### src/core/xst_regs.svh
`ifndef XST_REGS_SVH
`define XST_REGS_SVH

// ----------------------------------------------------------------
// Engine dimensions
// ----------------------------------------------------------------
`define XST_NUM_CH       7
`define XST_FN_NUM       9

// ----------------------------------------------------------------
// Register offsets
// ----------------------------------------------------------------
`define XST_OFS_CFG      8'hc9
`define XST_OFS_BAL      8'hca
`define XST_OFS_BAH      8'hcb
`define XST_OFS_AOL      8'hcc
`define XST_OFS_AOH      8'hcd
`define XST_OFS_SZL      8'hce
`define XST_OFS_SZH      8'hcf
`define XST_OFS_SEL      8'hd1
`define XST_OFS_EN       8'hd2
`define XST_OFS_FULL     8'hd3
`define XST_OFS_HALF     8'hd4
`define XST_OFS_BUSY     8'hd5
`define XST_OFS_MD       8'hd6

// ----------------------------------------------------------------
// Fields and reset values
// ----------------------------------------------------------------
`define XST_CFG_FN_MSB   3
`define XST_CFG_FN_LSB   0
`define XST_MD_CONT_BIT  0
`define XST_RST_BYTE     8'h00
`define XST_RST_WORD     16'h0000
`define XST_ENC_BYTES    16'h0003

// ----------------------------------------------------------------
// Transfer function codes
// ----------------------------------------------------------------
`define XST_FN_RAM_ENC   4'h0
`define XST_FN_ENC_RAM   4'h1
`define XST_FN_RAM_CRC   4'h2
`define XST_FN_RAM_SPI   4'h3
`define XST_FN_SPI_RAM   4'h4
`define XST_FN_RAM_KEY   4'h5
`define XST_FN_RAM_BLK   4'h6
`define XST_FN_RAM_XOR   4'h7
`define XST_FN_AES_RAM   4'h8

`endif

### src/core/xst_pkg.sv
package xst_pkg;

  // ----------------------------------------------------------------
  // Types
  // ----------------------------------------------------------------
  typedef enum logic [1:0] {st_idle, st_fetch, st_capture, st_store} xst_state_t;
  typedef logic [3:0] xst_func_t;

endpackage : xst_pkg

### src/core/xst_arb_if.sv
`timescale 1ns/1ps

interface xst_arb_if #(parameter int N = 7);
  logic [N-1:0]         req;
  logic                 grant_valid;
  logic [$clog2(N)-1:0] grant_idx;

  modport src (output req, input grant_valid, input grant_idx);
  modport arb (input req, output grant_valid, output grant_idx);
endinterface : xst_arb_if

### src/core/xst_arb.sv
`timescale 1ns/1ps

module xst_arb import xst_pkg::*; #(
  parameter int N = 7
) (
  // Clock and reset
  input wire logic sys_clk,
  input wire logic rst,
  // Request and grant
  xst_arb_if.arb   bus
);

  // ----------------------------------------------------------------
  // Fixed priority, lowest channel first
  // ----------------------------------------------------------------
  // A busy low channel can starve higher ones; kept simple on purpose
  always_comb begin
    bus.grant_valid = 1'b0;
    bus.grant_idx   = '0;
    for (int i = N - 1; i >= 0; i--) begin
      if (bus.req[i]) begin
        bus.grant_valid = 1'b1;
        bus.grant_idx   = ($clog2(N))'(i);
      end
    end
  end

  chk_grant_legal: assert property (@(posedge sys_clk) disable iff (rst)
    bus.grant_valid |-> bus.req[bus.grant_idx])
    else $error("grant to a channel without request");

  chk_grant_any: assert property (@(posedge sys_clk) disable iff (rst)
    (bus.req != '0) |-> (bus.grant_valid && ((bus.req & ((N'(1) << bus.grant_idx) - N'(1))) == '0)))
    else $error("pending request not granted to lowest channel");

endmodule : xst_arb

### src/core/xst_engine.sv
`timescale 1ns/1ps
`include "xst_regs.svh"

// Summary of operation
// - Seven independent channels, shared registers, one engine
// - Each channel owns function, mode, address registers
// - Moves bytes between RAM and peripherals autonomously
// - Each channel runs one of nine functions
// - Half flag set at half length
// - Full flag set at full length
// - Base address reaches selected channel only
// - Offset high and low reach selected channel
// - Size high and low reach selected channel
// - Mode register reaches selected channel
module xst_engine import xst_pkg::*; #(
  parameter int CH_NUM = `XST_NUM_CH,
  parameter int FN_NUM = `XST_FN_NUM
) (
  // Clock and reset
  input  wire logic              sys_clk,
  input  wire logic              rst,
  // Special function register port
  input  wire logic [7:0]        sfr_addr,
  input  wire logic              sfr_wr,
  input  wire logic              sfr_rd,
  input  wire logic [7:0]        sfr_wdata,
  output logic      [7:0]        sfr_rdata,
  // Data RAM port
  output logic      [15:0]       ram_addr,
  output logic                   ram_rd,
  output logic                   ram_wr,
  output logic      [7:0]        ram_wdata,
  input  wire logic [7:0]        ram_rdata,
  // Peripheral data registers
  input  wire logic [FN_NUM-1:0] periph_ready,
  output logic      [3:0]        periph_func,
  output logic      [1:0]        periph_lane,
  output logic                   periph_rd,
  output logic                   periph_wr,
  output logic      [7:0]        periph_wdata,
  input  wire logic [7:0]        periph_rdata,
  // Event flags
  output logic      [CH_NUM-1:0] half_flags,
  output logic      [CH_NUM-1:0] full_flags
);

  localparam int IW = $clog2(CH_NUM);

  // ----------------------------------------------------------------
  // Decoding helpers
  // ----------------------------------------------------------------
  function automatic logic func_to_ram(input xst_func_t f);
    func_to_ram = (f == `XST_FN_ENC_RAM) || (f == `XST_FN_SPI_RAM) || (f == `XST_FN_AES_RAM);
  endfunction : func_to_ram

  function automatic logic func_legal(input xst_func_t f);
    func_legal = (f <= `XST_FN_AES_RAM);
  endfunction : func_legal

  function automatic logic [1:0] lane_of(input xst_func_t f, input logic [15:0] off);
    logic [15:0] rem;
    rem = off % `XST_ENC_BYTES;
    lane_of = ((f == `XST_FN_RAM_ENC) || (f == `XST_FN_ENC_RAM)) ? rem[1:0] : 2'h0;
  endfunction : lane_of

  // ----------------------------------------------------------------
  // State
  // ----------------------------------------------------------------
  logic [7:0]       cfg  [CH_NUM];
  logic [7:0]       md   [CH_NUM];
  logic [15:0]      base [CH_NUM];
  logic [15:0]      offs [CH_NUM];
  logic [15:0]      size [CH_NUM];
  logic [7:0]       sel;
  logic [CH_NUM-1:0] en;
  logic [CH_NUM-1:0] busy;
  logic [CH_NUM-1:0] req;
  logic [CH_NUM-1:0] half_set;
  logic [CH_NUM-1:0] full_set;
  logic [CH_NUM-1:0] en_clr;
  xst_state_t       state;
  logic [IW-1:0]    act_ch;
  logic [7:0]       xfer_data;
  logic [7:0]       rd_mux;
  logic [15:0]      next_off;
  logic             sel_ok;
  logic [IW-1:0]    sel_idx;
  logic             store;
  logic             to_ram;
  logic             at_end;
  logic             at_half;
  logic             cont;

  xst_arb_if #(.N(CH_NUM)) arb_bus ();

  assign sel_ok  = (sel < 8'(CH_NUM));
  assign sel_idx = sel[IW-1:0];
  assign store   = (state == st_store);
  assign to_ram  = func_to_ram(periph_func);
  assign next_off = offs[act_ch] + 16'h0001;
  assign at_end  = (next_off == size[act_ch]);
  assign at_half = (next_off == {1'b0, size[act_ch][15:1]});
  assign cont    = md[act_ch][`XST_MD_CONT_BIT];

  function automatic logic wr_hit(input logic [7:0] a);
    wr_hit = sfr_wr && (sfr_addr == a);
  endfunction : wr_hit

  function automatic logic chan_wr(input logic [7:0] a);
    chan_wr = sfr_wr && (sfr_addr == a) && sel_ok;
  endfunction : chan_wr

  // ----------------------------------------------------------------
  // Channel setup registers
  // ----------------------------------------------------------------
  always_ff @(posedge sys_clk) begin
    if (rst) begin
      for (int i = 0; i < CH_NUM; i++) begin
        cfg[i]  <= `XST_RST_BYTE;
        md[i]   <= `XST_RST_BYTE;
        base[i] <= `XST_RST_WORD;
        size[i] <= `XST_RST_WORD;
      end
    end else begin
      if (chan_wr(`XST_OFS_CFG)) cfg[sel_idx] <= sfr_wdata;
      if (chan_wr(`XST_OFS_MD))  md[sel_idx]  <= sfr_wdata;
      if (chan_wr(`XST_OFS_BAL)) base[sel_idx][7:0]  <= sfr_wdata;
      if (chan_wr(`XST_OFS_BAH)) base[sel_idx][15:8] <= sfr_wdata;
      if (chan_wr(`XST_OFS_SZL)) size[sel_idx][7:0]  <= sfr_wdata;
      if (chan_wr(`XST_OFS_SZH)) size[sel_idx][15:8] <= sfr_wdata;
    end
  end

  always_ff @(posedge sys_clk) begin
    if (rst) begin
      sel <= `XST_RST_BYTE;
    end else if (wr_hit(`XST_OFS_SEL)) begin
      sel <= sfr_wdata;
    end
  end

  // ----------------------------------------------------------------
  // Offsets: software write takes precedence over the engine step
  // ----------------------------------------------------------------
  always_ff @(posedge sys_clk) begin
    if (rst) begin
      for (int i = 0; i < CH_NUM; i++) begin
        offs[i] <= `XST_RST_WORD;
      end
    end else begin
      for (int i = 0; i < CH_NUM; i++) begin
        if (chan_wr(`XST_OFS_AOL) && (sel_idx == IW'(i))) begin
          offs[i][7:0] <= sfr_wdata;
        end else if (chan_wr(`XST_OFS_AOH) && (sel_idx == IW'(i))) begin
          offs[i][15:8] <= sfr_wdata;
        end else if (store && (act_ch == IW'(i))) begin
          offs[i] <= (at_end && cont) ? `XST_RST_WORD : next_off;
        end
      end
    end
  end

  // ----------------------------------------------------------------
  // Enables and completion flags
  // ----------------------------------------------------------------
  always_comb begin
    half_set = '0;
    full_set = '0;
    en_clr   = '0;
    if (store) begin
      half_set[act_ch] = at_half;
      full_set[act_ch] = at_end;
      en_clr[act_ch]   = at_end && !cont;
    end
  end

  always_ff @(posedge sys_clk) begin
    if (rst) begin
      en <= '0;
    end else if (wr_hit(`XST_OFS_EN)) begin
      en <= sfr_wdata[CH_NUM-1:0];
    end else begin
      en <= en & ~en_clr;
    end
  end

  // Hardware set wins over a software clear in the same cycle
  always_ff @(posedge sys_clk) begin
    if (rst) begin
      half_flags <= '0;
      full_flags <= '0;
    end else begin
      half_flags <= (wr_hit(`XST_OFS_HALF) ? sfr_wdata[CH_NUM-1:0] : half_flags) | half_set;
      full_flags <= (wr_hit(`XST_OFS_FULL) ? sfr_wdata[CH_NUM-1:0] : full_flags) | full_set;
    end
  end

  // ----------------------------------------------------------------
  // Busy and requests
  // ----------------------------------------------------------------
  // Illegal function codes never request, so they cannot index past the ready lines
  always_comb begin
    busy = '0;
    req  = '0;
    for (int i = 0; i < CH_NUM; i++) begin
      busy[i] = en[i] && (offs[i] != size[i]) && func_legal(cfg[i][`XST_CFG_FN_MSB:`XST_CFG_FN_LSB]);
      req[i]  = busy[i] && periph_ready[cfg[i][`XST_CFG_FN_MSB:`XST_CFG_FN_LSB]];
    end
  end

  assign arb_bus.req = req;

  xst_arb #(.N(CH_NUM)) u_arb (
    .sys_clk (sys_clk),
    .rst     (rst),
    .bus     (arb_bus.arb)
  );

  // ----------------------------------------------------------------
  // Transfer sequencer: four cycles per byte
  // ----------------------------------------------------------------
  always_ff @(posedge sys_clk) begin
    if (rst) begin
      state <= st_idle;
    end else begin
      unique case (state)
        st_idle:    if (arb_bus.grant_valid) state <= st_fetch;
        st_fetch:   state <= st_capture;
        st_capture: state <= st_store;
        st_store:   state <= st_idle;
      endcase
    end
  end

  always_ff @(posedge sys_clk) begin
    if (rst) begin
      act_ch      <= '0;
      periph_func <= `XST_FN_RAM_ENC;
      periph_lane <= 2'h0;
      ram_addr    <= `XST_RST_WORD;
    end else if (state == st_idle && arb_bus.grant_valid) begin
      act_ch      <= arb_bus.grant_idx;
      periph_func <= cfg[arb_bus.grant_idx][`XST_CFG_FN_MSB:`XST_CFG_FN_LSB];
      periph_lane <= lane_of(cfg[arb_bus.grant_idx][`XST_CFG_FN_MSB:`XST_CFG_FN_LSB],
                             offs[arb_bus.grant_idx]);
      ram_addr    <= base[arb_bus.grant_idx] + offs[arb_bus.grant_idx];
    end
  end

  always_ff @(posedge sys_clk) begin
    if (rst) begin
      xfer_data <= `XST_RST_BYTE;
    end else if (state == st_capture) begin
      xfer_data <= to_ram ? periph_rdata : ram_rdata;
    end
  end

  assign ram_wdata    = xfer_data;
  assign periph_wdata = xfer_data;
  assign ram_rd       = (state == st_fetch) && !to_ram;
  assign periph_rd    = (state == st_fetch) && to_ram;
  assign ram_wr       = store && to_ram;
  assign periph_wr    = store && !to_ram;

  // ----------------------------------------------------------------
  // Register read port, data one cycle after the strobe
  // ----------------------------------------------------------------
  always_comb begin
    rd_mux = `XST_RST_BYTE;
    unique case (sfr_addr)
      `XST_OFS_CFG:  rd_mux = sel_ok ? cfg[sel_idx] : `XST_RST_BYTE;
      `XST_OFS_MD:   rd_mux = sel_ok ? md[sel_idx] : `XST_RST_BYTE;
      `XST_OFS_BAL:  rd_mux = sel_ok ? base[sel_idx][7:0] : `XST_RST_BYTE;
      `XST_OFS_BAH:  rd_mux = sel_ok ? base[sel_idx][15:8] : `XST_RST_BYTE;
      `XST_OFS_AOL:  rd_mux = sel_ok ? offs[sel_idx][7:0] : `XST_RST_BYTE;
      `XST_OFS_AOH:  rd_mux = sel_ok ? offs[sel_idx][15:8] : `XST_RST_BYTE;
      `XST_OFS_SZL:  rd_mux = sel_ok ? size[sel_idx][7:0] : `XST_RST_BYTE;
      `XST_OFS_SZH:  rd_mux = sel_ok ? size[sel_idx][15:8] : `XST_RST_BYTE;
      `XST_OFS_SEL:  rd_mux = sel;
      `XST_OFS_EN:   rd_mux = 8'(en);
      `XST_OFS_FULL: rd_mux = 8'(full_flags);
      `XST_OFS_HALF: rd_mux = 8'(half_flags);
      `XST_OFS_BUSY: rd_mux = 8'(busy);
      default:       rd_mux = `XST_RST_BYTE;
    endcase
  end

  always_ff @(posedge sys_clk) begin
    if (rst) begin
      sfr_rdata <= `XST_RST_BYTE;
    end else if (sfr_rd) begin
      sfr_rdata <= rd_mux;
    end
  end

  // ----------------------------------------------------------------
  // Checks
  // ----------------------------------------------------------------
  chk_fetch_after_grant: assert property (@(posedge sys_clk) disable iff (rst)
    (state == st_idle && arb_bus.grant_valid) |=> (state == st_fetch) ##2 (state == st_store))
    else $error("byte sequence broken after grant");

  chk_single_strobe: assert property (@(posedge sys_clk) disable iff (rst)
    $onehot0({ram_rd, ram_wr, periph_rd, periph_wr}))
    else $error("more than one data strobe active");

  chk_dir_pairing: assert property (@(posedge sys_clk) disable iff (rst)
    ram_rd |-> ##2 periph_wr)
    else $error("RAM read not followed by peripheral write");

  chk_half_flag: assert property (@(posedge sys_clk) disable iff (rst)
    (store && at_half) |=> half_flags[$past(act_ch)])
    else $error("half flag missing at half length");

  chk_full_flag: assert property (@(posedge sys_clk) disable iff (rst)
    (store && at_end) |=> full_flags[$past(act_ch)])
    else $error("full flag missing at full length");

  chk_stop_at_size: assert property (@(posedge sys_clk) disable iff (rst)
    (store && at_end && !cont && !wr_hit(`XST_OFS_EN)) |=> !en[$past(act_ch)])
    else $error("channel still enabled after last byte");

  chk_busy_needs_en: assert property (@(posedge sys_clk) disable iff (rst)
    (busy & ~en) == '0)
    else $error("busy without enable");

  chk_addr_base_off: assert property (@(posedge sys_clk) disable iff (rst)
    (state == st_fetch && !$past(sfr_wr)) |-> (ram_addr == base[act_ch] + offs[act_ch]))
    else $error("RAM address differs from base plus offset");

  chk_offset_step: assert property (@(posedge sys_clk) disable iff (rst)
    (store && !sfr_wr && !(at_end && cont)) |=> (offs[$past(act_ch)] == $past(next_off)))
    else $error("offset did not advance by one");

  chk_sel_read: assert property (@(posedge sys_clk) disable iff (rst)
    (sfr_rd && sfr_addr == `XST_OFS_BAL && sel_ok) |=> (sfr_rdata == $past(base[sel_idx][7:0])))
    else $error("base low read not from selected channel");

endmodule : xst_engine

### config.mk
export PLATFORM = sky130hd
export DESIGN_NAME = xst_engine
export DESIGN_NICKNAME = d
export VERILOG_FILES = /design/src/core/xst_pkg.sv /design/src/core/xst_arb_if.sv /design/src/core/xst_arb.sv /design/src/core/xst_engine.sv
export VERILOG_INCLUDE_DIRS = /design/src /design/src/core
export SDC_FILE = /design/constraint.sdc
export NUM_CORES = 1
export LEC_CHECK = 0
export ABC_AREA = 1
export BUFFER_PORTS_ARGS = -buffer_cell sky130_fd_sc_hd__buf_2
export CAP_MARGIN = 20
export CELL_PAD_IN_SITES_DETAIL_PLACEMENT = 1
export CELL_PAD_IN_SITES_GLOBAL_PLACEMENT = 1
export CORE_MARGIN = 2
export CORE_UTILIZATION = 30
export CTS_BUF_LIST = sky130_fd_sc_hd__clkbuf_16
export DETAILED_ROUTE_END_ITERATION = 12
export PLACE_DENSITY_LB_ADDON = 0.12
export SLEW_MARGIN = 30
export SYNTH_ARGS = -nofsm -noshare
export SYNTH_HDL_FRONTEND = slang
export SYNTH_SLANG_ARGS = --single-unit
### constraint.sdc
create_clock -name sys_clk -period 7.4 [get_ports sys_clk]
set_clock_uncertainty 0.1 [all_clocks]
set_input_delay 1.11 -clock sys_clk [delete_from_list [all_inputs] [get_ports sys_clk]]
set_output_delay 1.11 -clock sys_clk [all_outputs]
set_load 0.05 [all_outputs]
## After elaboration in Yosys (flattened, before gate mapping)

Memory sizes are Yosys's and may differ from the RTL's. A register that Yosys moved wholly into a read port is not among the register bits.
Cells that the tools add are included.

| storage, ports and cells | value |
|---|---|
| register bits after elaboration | 72 |
| bits in latches | 0 |
| RAM bits | 448 |
| bits in read-only memories | 0 |
| input bits | 45 |
| output and inout port bits | 64 |
| logic and storage cells | 406 |
| memories kept | 5 |

Memories:

| memory | depth | bits a word | read ports | clocked after memory_dff | wr ports | RTL line | text |
|---|---|---|---|---|---|---|---|
| base | 7 | 16 | 2 | 1 | 7 | xst_engine.sv:71 | `logic [15:0] base [CH_NUM];` |
| offs | 7 | 16 | 10 | 2 | 7 | xst_engine.sv:72 | `logic [15:0] offs [CH_NUM];` |
| size | 7 | 16 | 9 | 2 | 7 | xst_engine.sv:73 | `logic [15:0] size [CH_NUM];` |
| cfg | 7 | 8 | 9 | 1 | 7 | xst_engine.sv:69 | `logic [7:0] cfg [CH_NUM];` |
| md | 7 | 8 | 2 | 2 | 7 | xst_engine.sv:70 | `logic [7:0] md [CH_NUM];` |

| operators by class | value |
|---|---|
| add/subtract/negate cells | 2 |
| multipliers | 0 |
| divide/modulo/power cells | 1 |
| magnitude comparators | 17 |
| equal/unequal tests | 42 |
| shift operators | 0 |
| multiplexer cells | 210 |
| bitwise operators | 35 |
| reduce and logical (&&, ||, !) cells | 83 |

Operators with widths:

| kind | count |
|---|---|
| $mux 8 | 39 |
| $mux 1 | 121 |
| $ne 16x16->1 | 7 |
| $eq 8x8->1 const B | 13 |
| $pmux 8 s13 | 1 |
| $mux 3 | 27 |
| $logic_and 1x1->1 | 70 |
| $mux 16 | 3 |
| $mux 7 | 6 |
| $lt 4x5->1 const B | 7 |
| $reduce_or 16->1 | 2 |
| $and 7x7->7 | 4 |
| $bmux 1 s4 | 7 |
| $le 4x4->1 const B | 7 |
| $or 1x1->1 | 28 |
| $eq 3x3->1 const B | 6 |
| $add 16x1->16 const B | 1 |
| $add 16x16->16 | 1 |
| $eq 16x15->1 | 1 |
| $eq 16x16->1 | 1 |
| $mod 16x2->16 const B | 1 |
| $reduce_or 8->1 | 2 |
| $or 7x7->7 | 2 |
| $eq 3x2->1 const B | 4 |
| 19 further kinds | 29 |

## Depth between registers and ports, before layout

An unclocked memory read counts as a cell.

| logic depth | value |
|---|---|
| word-level depth | 16 |
| gate-level depth with buffers | 64 |
| mapped depth without buffers | 63 |

## Modules after synthesis

From an unflattened synthesis, not the netlist that was laid out.

| second synthesis, totals | value |
|---|---|
| cell total of the unflattened synthesis | 4592 |
| area total of the unflattened synthesis | 35046.1 µm² |

Modules (own cells, without submodules):

| module | instances | cells each | area each (µm²) | seq. area each (µm²) |
|---|---|---|---|---|
| xst_engine | 1 | 4574 | 34954.8 | 15975.3 |
| xst_arb | 1 | 18 | 91.3 | 0.0 |

## Worst setup path after synthesis

No wires, ideal clock.

| path | value |
|---|---|
| kind | input to register |
| start | input port periph_ready[2] |
| end | register ram_addr[14] |
| setup time | 0.118 ns |
| arrival | 7.088 ns |
| data required time | 7.182 ns |
| setup slack | 0.095 ns |
| stages on the path | 44 |
| path buffers | 10 |
| path through | inv_1 -> a21oi_1 -> o21ai_0 -> nand3_1 -> nand3_1 -> nand2_1 -> nand3_2 -> nand2_2 -> nand2_4 -> nand2_4 -> buf_6 -> buf_2 -> clkbuf_1 -> clkbuf_1 -> clkbuf_1 -> clkbuf_1 -> clkbuf_1 -> clkbuf_1 -> (+8 left out) -> nand3b_1 -> and2_1 -> nor2_1 -> o21ai_0 -> nand2_1 -> a21o_1 -> a21oi_1 -> inv_1 -> a21oi_1 -> inv_1 -> a21oi_1 -> o21ai_0 -> a21o_1 -> a21oi_1 -> o21bai_1 -> o21ai_0 -> a21oi_1 -> nor2_1 |

| between the ends | value |
|---|---|
| longest elaborated chain between the ends | 12 |
| elaborated cells on any way between the ends | 39 |
| classes of those cells | 1 x add/sub; 28 x mux; 8 x reduce/logical; 2 x memory |

RTL lines:

| element | RTL line | text |
|---|---|---|
| from (decl) | xst_engine.sv:35 | `input wire logic [FN_NUM-1:0] periph_ready,` |
| $bmux 1 s4 | xst_engine.sv:207 | `` req[i] = busy[i] && periph_ready[cfg[i][`XST_CFG_FN_MSB:`XST_CFG_FN_LSB]]; `` |
| $mux 1 | xst_engine.sv:207 |  |
| $logic_and 1x1->1 | xst_engine.sv:207 |  |
| $mux 3 (7 in series) | xst_arb.sv:21 | `if (bus.req[i]) begin` |
| $mem_v2 7x16, on equally long branches | n/a |  |
| $add 16x16->16 | xst_engine.sv:246 | `ram_addr <= base[arb_bus.grant_idx] + offs[arb_bus.grant_idx];` |
| to (signal assigned) | xst_engine.sv:240 | `` ram_addr <= `XST_RST_WORD; `` |
| to (signal assigned) | xst_engine.sv:246 |  |
| to (decl) | xst_engine.sv:29 | `output logic [15:0] ram_addr,` |

Parallel ways exist; a longest one is shown, timed or not. The select of a mux whose other input is x is not followed.
A chain may end at the register's enable or synchronous reset.

==> results.md <==
* DR WL/cell at 29.50 µm
* Area of the die at 120800 µm²
* CP endpoint kind: register
* Worst Setup SP: size[1][0]
* Max Freq at between 100 and 150 MHz
* Top cell type by total area after synthesis: edfxtp_1
* #FFs+latches synth at 574
* Post-Route WL at 188.9 mm
* Area grow syn2layout at 16.26%
* Starting density of the core at a little under a third
* Post-layout util at between 30% and 40%
* Kind of critical path: reg2reg
* Max_slew headroom at around 28%
* Final worst path period need at 7026 ps
* CP required at 7800 ps
* Largest net degree at the start of global routing at 126
* CTS Hold Bufs at 0
* Io pins at 109
* # fillers at 14378
* Htree depth at 3
* Post-DR vias/cell at 5.664
* Most Frequent Cell on Critical Path: nand2_1
* Clock slew at reported path FFs at 60 ps
* Hold path start: cfg[6][4]
* Worst-Skew Late Latency at 680 ps
* Min-Delay Path Class: reg2reg
* Seq/Total Area, Yosys at 45.11%
* Std-Cell Rows at about 130
* Post-Syn Area at 35420 µm²
* EDFF count, synth at 448
* NumNets Final at 4878
* Worst-path fanout max at 4
* FF+latch area at 15990 µm²
* Unique masters post-synth at 65
* Startpoint types: register
* Status: complete, no violations
* Setup TNS at 0 ps
* Post-Layout Cell Count at about 6400
* CTS Buffer Depth at 3
* Vias at 36262
* Avg Cell Area, Syn at 7.580 µm²
* Synth top area share at 37.99%
* Final Hold Vio Count at 0
* Power per Cell Area at between 200 and 250 nW/µm²
* Die Ht at 347.6 µm
* Most used DFF post-synth: edfxtp_1
* CP delay by family, top: simple AND/OR/NAND/NOR gates
* Global-route wire length before repair at roughly 260 mm
* TritonCTS clock tree: done
* Max incr delay on CP at 540 ps
* R2r startpoint: size[1][0]
* Worst-Margin Slew at 1076 ps
* Number of routed nets with antenna violations at 0
* Asr flop ratio synth at 0%
* Top post-synthesis cells by area: edfxtp_1 (38%), nand2_1 (10%), dfxtp_1 (7.1%)
* Total GRT Usage at between 30% and 40%
* CTS sink cnt at 574
* Period utilization at 94.94%
* Post-route DRC at 0
* IO Port Bufs at 108
* Core Footprint at about 120000 µm²
* Setup violators final at 0
* Share of layout cells above drive strength 1 at between 10% and 20%
* Drt initial violations at ~3500
* Vias in the first global route at 34741
* Number of CTS-inserted buffers at 72
* Synth Instances at 4672
* Total placed cells including tap cells at 6223
* Detailed Routing Iterations Pass 1 at 5
* Die span in x at around 350 µm
* Root Buffer: clkbuf_16
* LEAKAGE at 16.45 nW
* Worst VDD drop at 0.0001759 V
* Count of pins over their slew limit at 0
* RePlAce Congestion at roughly 0.99
* Hold Slack at 369.2 ps
* Synth warn at 0
* Area of the multi-input gates at 17200 µm²
* Most common cell after layout, fill and taps aside: nand2_1
* Worst path bufs/invs at 8
* Initial antenna violation count at 5
* DP HPWL at roughly 140 mm
* Grt ovf at 0
* Slowest CP cell: edfxtp_1
* Reported max-cap violation count at 0
* Power, Total at around 8.6 mW
* CP arrival at 7430 ps
* Most frequent cells in the layout: nand2_1 (941), nor2_1 (586), o21ai_0 (496)
## timing repair
action,4_1_cts,5_1_grt
gates resized for setup,0,83
setup buffers,0,45
setup endpoints to repair,0,2
## stage by stage
stage / area (µm²) / worst slack, ps
detailed placement: 38250 / -81.35
global placement: 38220 / 117.8
CTS: 40470 / 161.0
finish: 41170 / 374.4
floorplan: 35590 / 94.77
global route: 41160 / -20.25
## sequential cells by signal, summed over array words and instances (netlist names), 8 cells and up, named ones only
name and flops:
sfr_rdata 8, md 64, base 128, cfg 64
sel 8, offs 112, periph_wdata 8, ram_addr 16
size 128
## power by group
group	leakage (nW)	internal, mW	switching, mW	total, mW
Clock	1.17	1.96	1.53	3.50
Combinational	9.64	0.375	0.984	1.36
Sequential	5.63	3.59	0.121	3.71
Total	16.4	5.93	2.64	8.56
## worst paths after layout
kind,to,slack (ps),cells after the start
worst min-delay path,cfg[6][4],370,2
worst min register to register,cfg[6][4],370,2
worst max register to register,periph_lane[0],370,55
worst max-delay path,periph_lane[0],370,55
## metal layers
metal / GRT usage, % / wire (µm) / vias to the layer above
li1: - / - / 16271
met1: 42.75 / 85170 / 18272
met2: 46.84 / 82960 / 1437
met3: 4.168 / 12330 / 282
met4: 11.84 / 8407 / 0
met5: 0 / 0 / -
## worst register-to-register path: cells and delay by family, from the launching register on
family	cells	cell delay, ps
simple gates	38	4150
buf+inv	8	780
fa+ha+maj	2	390
flops	1	540
xor+xnor	2	410
compound gates	5	500
## synth_stat cells, types with 24 or more instances
| library cell | instances |
|---|---|
| o21ai_1 | 24 |
| dfxtp_1 | 126 |
| clkbuf_1 | 247 |
| nand4_1 | 26 |
| xnor2_1 | 41 |
| xor2_1 | 58 |
| a211oi_1 | 39 |
| a31oi_1 | 38 |
| a32o_1 | 31 |
| buf_1 | 27 |
| a21oi_1 | 465 |
| o221ai_1 | 25 |
| inv_2 | 33 |
| o21ai_0 | 503 |
| inv_1 | 376 |
| nand2_1 | 961 |
| nand3_1 | 234 |
| o22ai_1 | 62 |
| nor2_1 | 598 |
| o211ai_1 | 74 |
| edfxtp_1 | 448 |
| nor3_1 | 37 |
## final cells by class
class                      instances  share of cell area (%)
clock inverter                    53                  0.9542
multi-input combinational       3423                   41.76
tap                             1536                   4.668
timing repair buffer             306                   5.300
antenna                            5                 0.03039
inverter                         432                   4.014
clock buffer                      73                   4.437
sequential                       574                   38.83
## kinds of logic after synthesis
family                   count (synthesis)  share of synthesized area (%)
AND/OR/NAND/NOR                       1921                          22.32
AO/OA/AOI/OAI                         1329                          21.31
buffers and inverters                  724                          7.931
flip-flops                             574                          45.11
XOR/XNOR                                99                          2.448
adder cells (fa/ha/maj)                 24                         0.8691
other                                    1                        0.01059
Note: power is estimated with default switching activity, not from simulation.
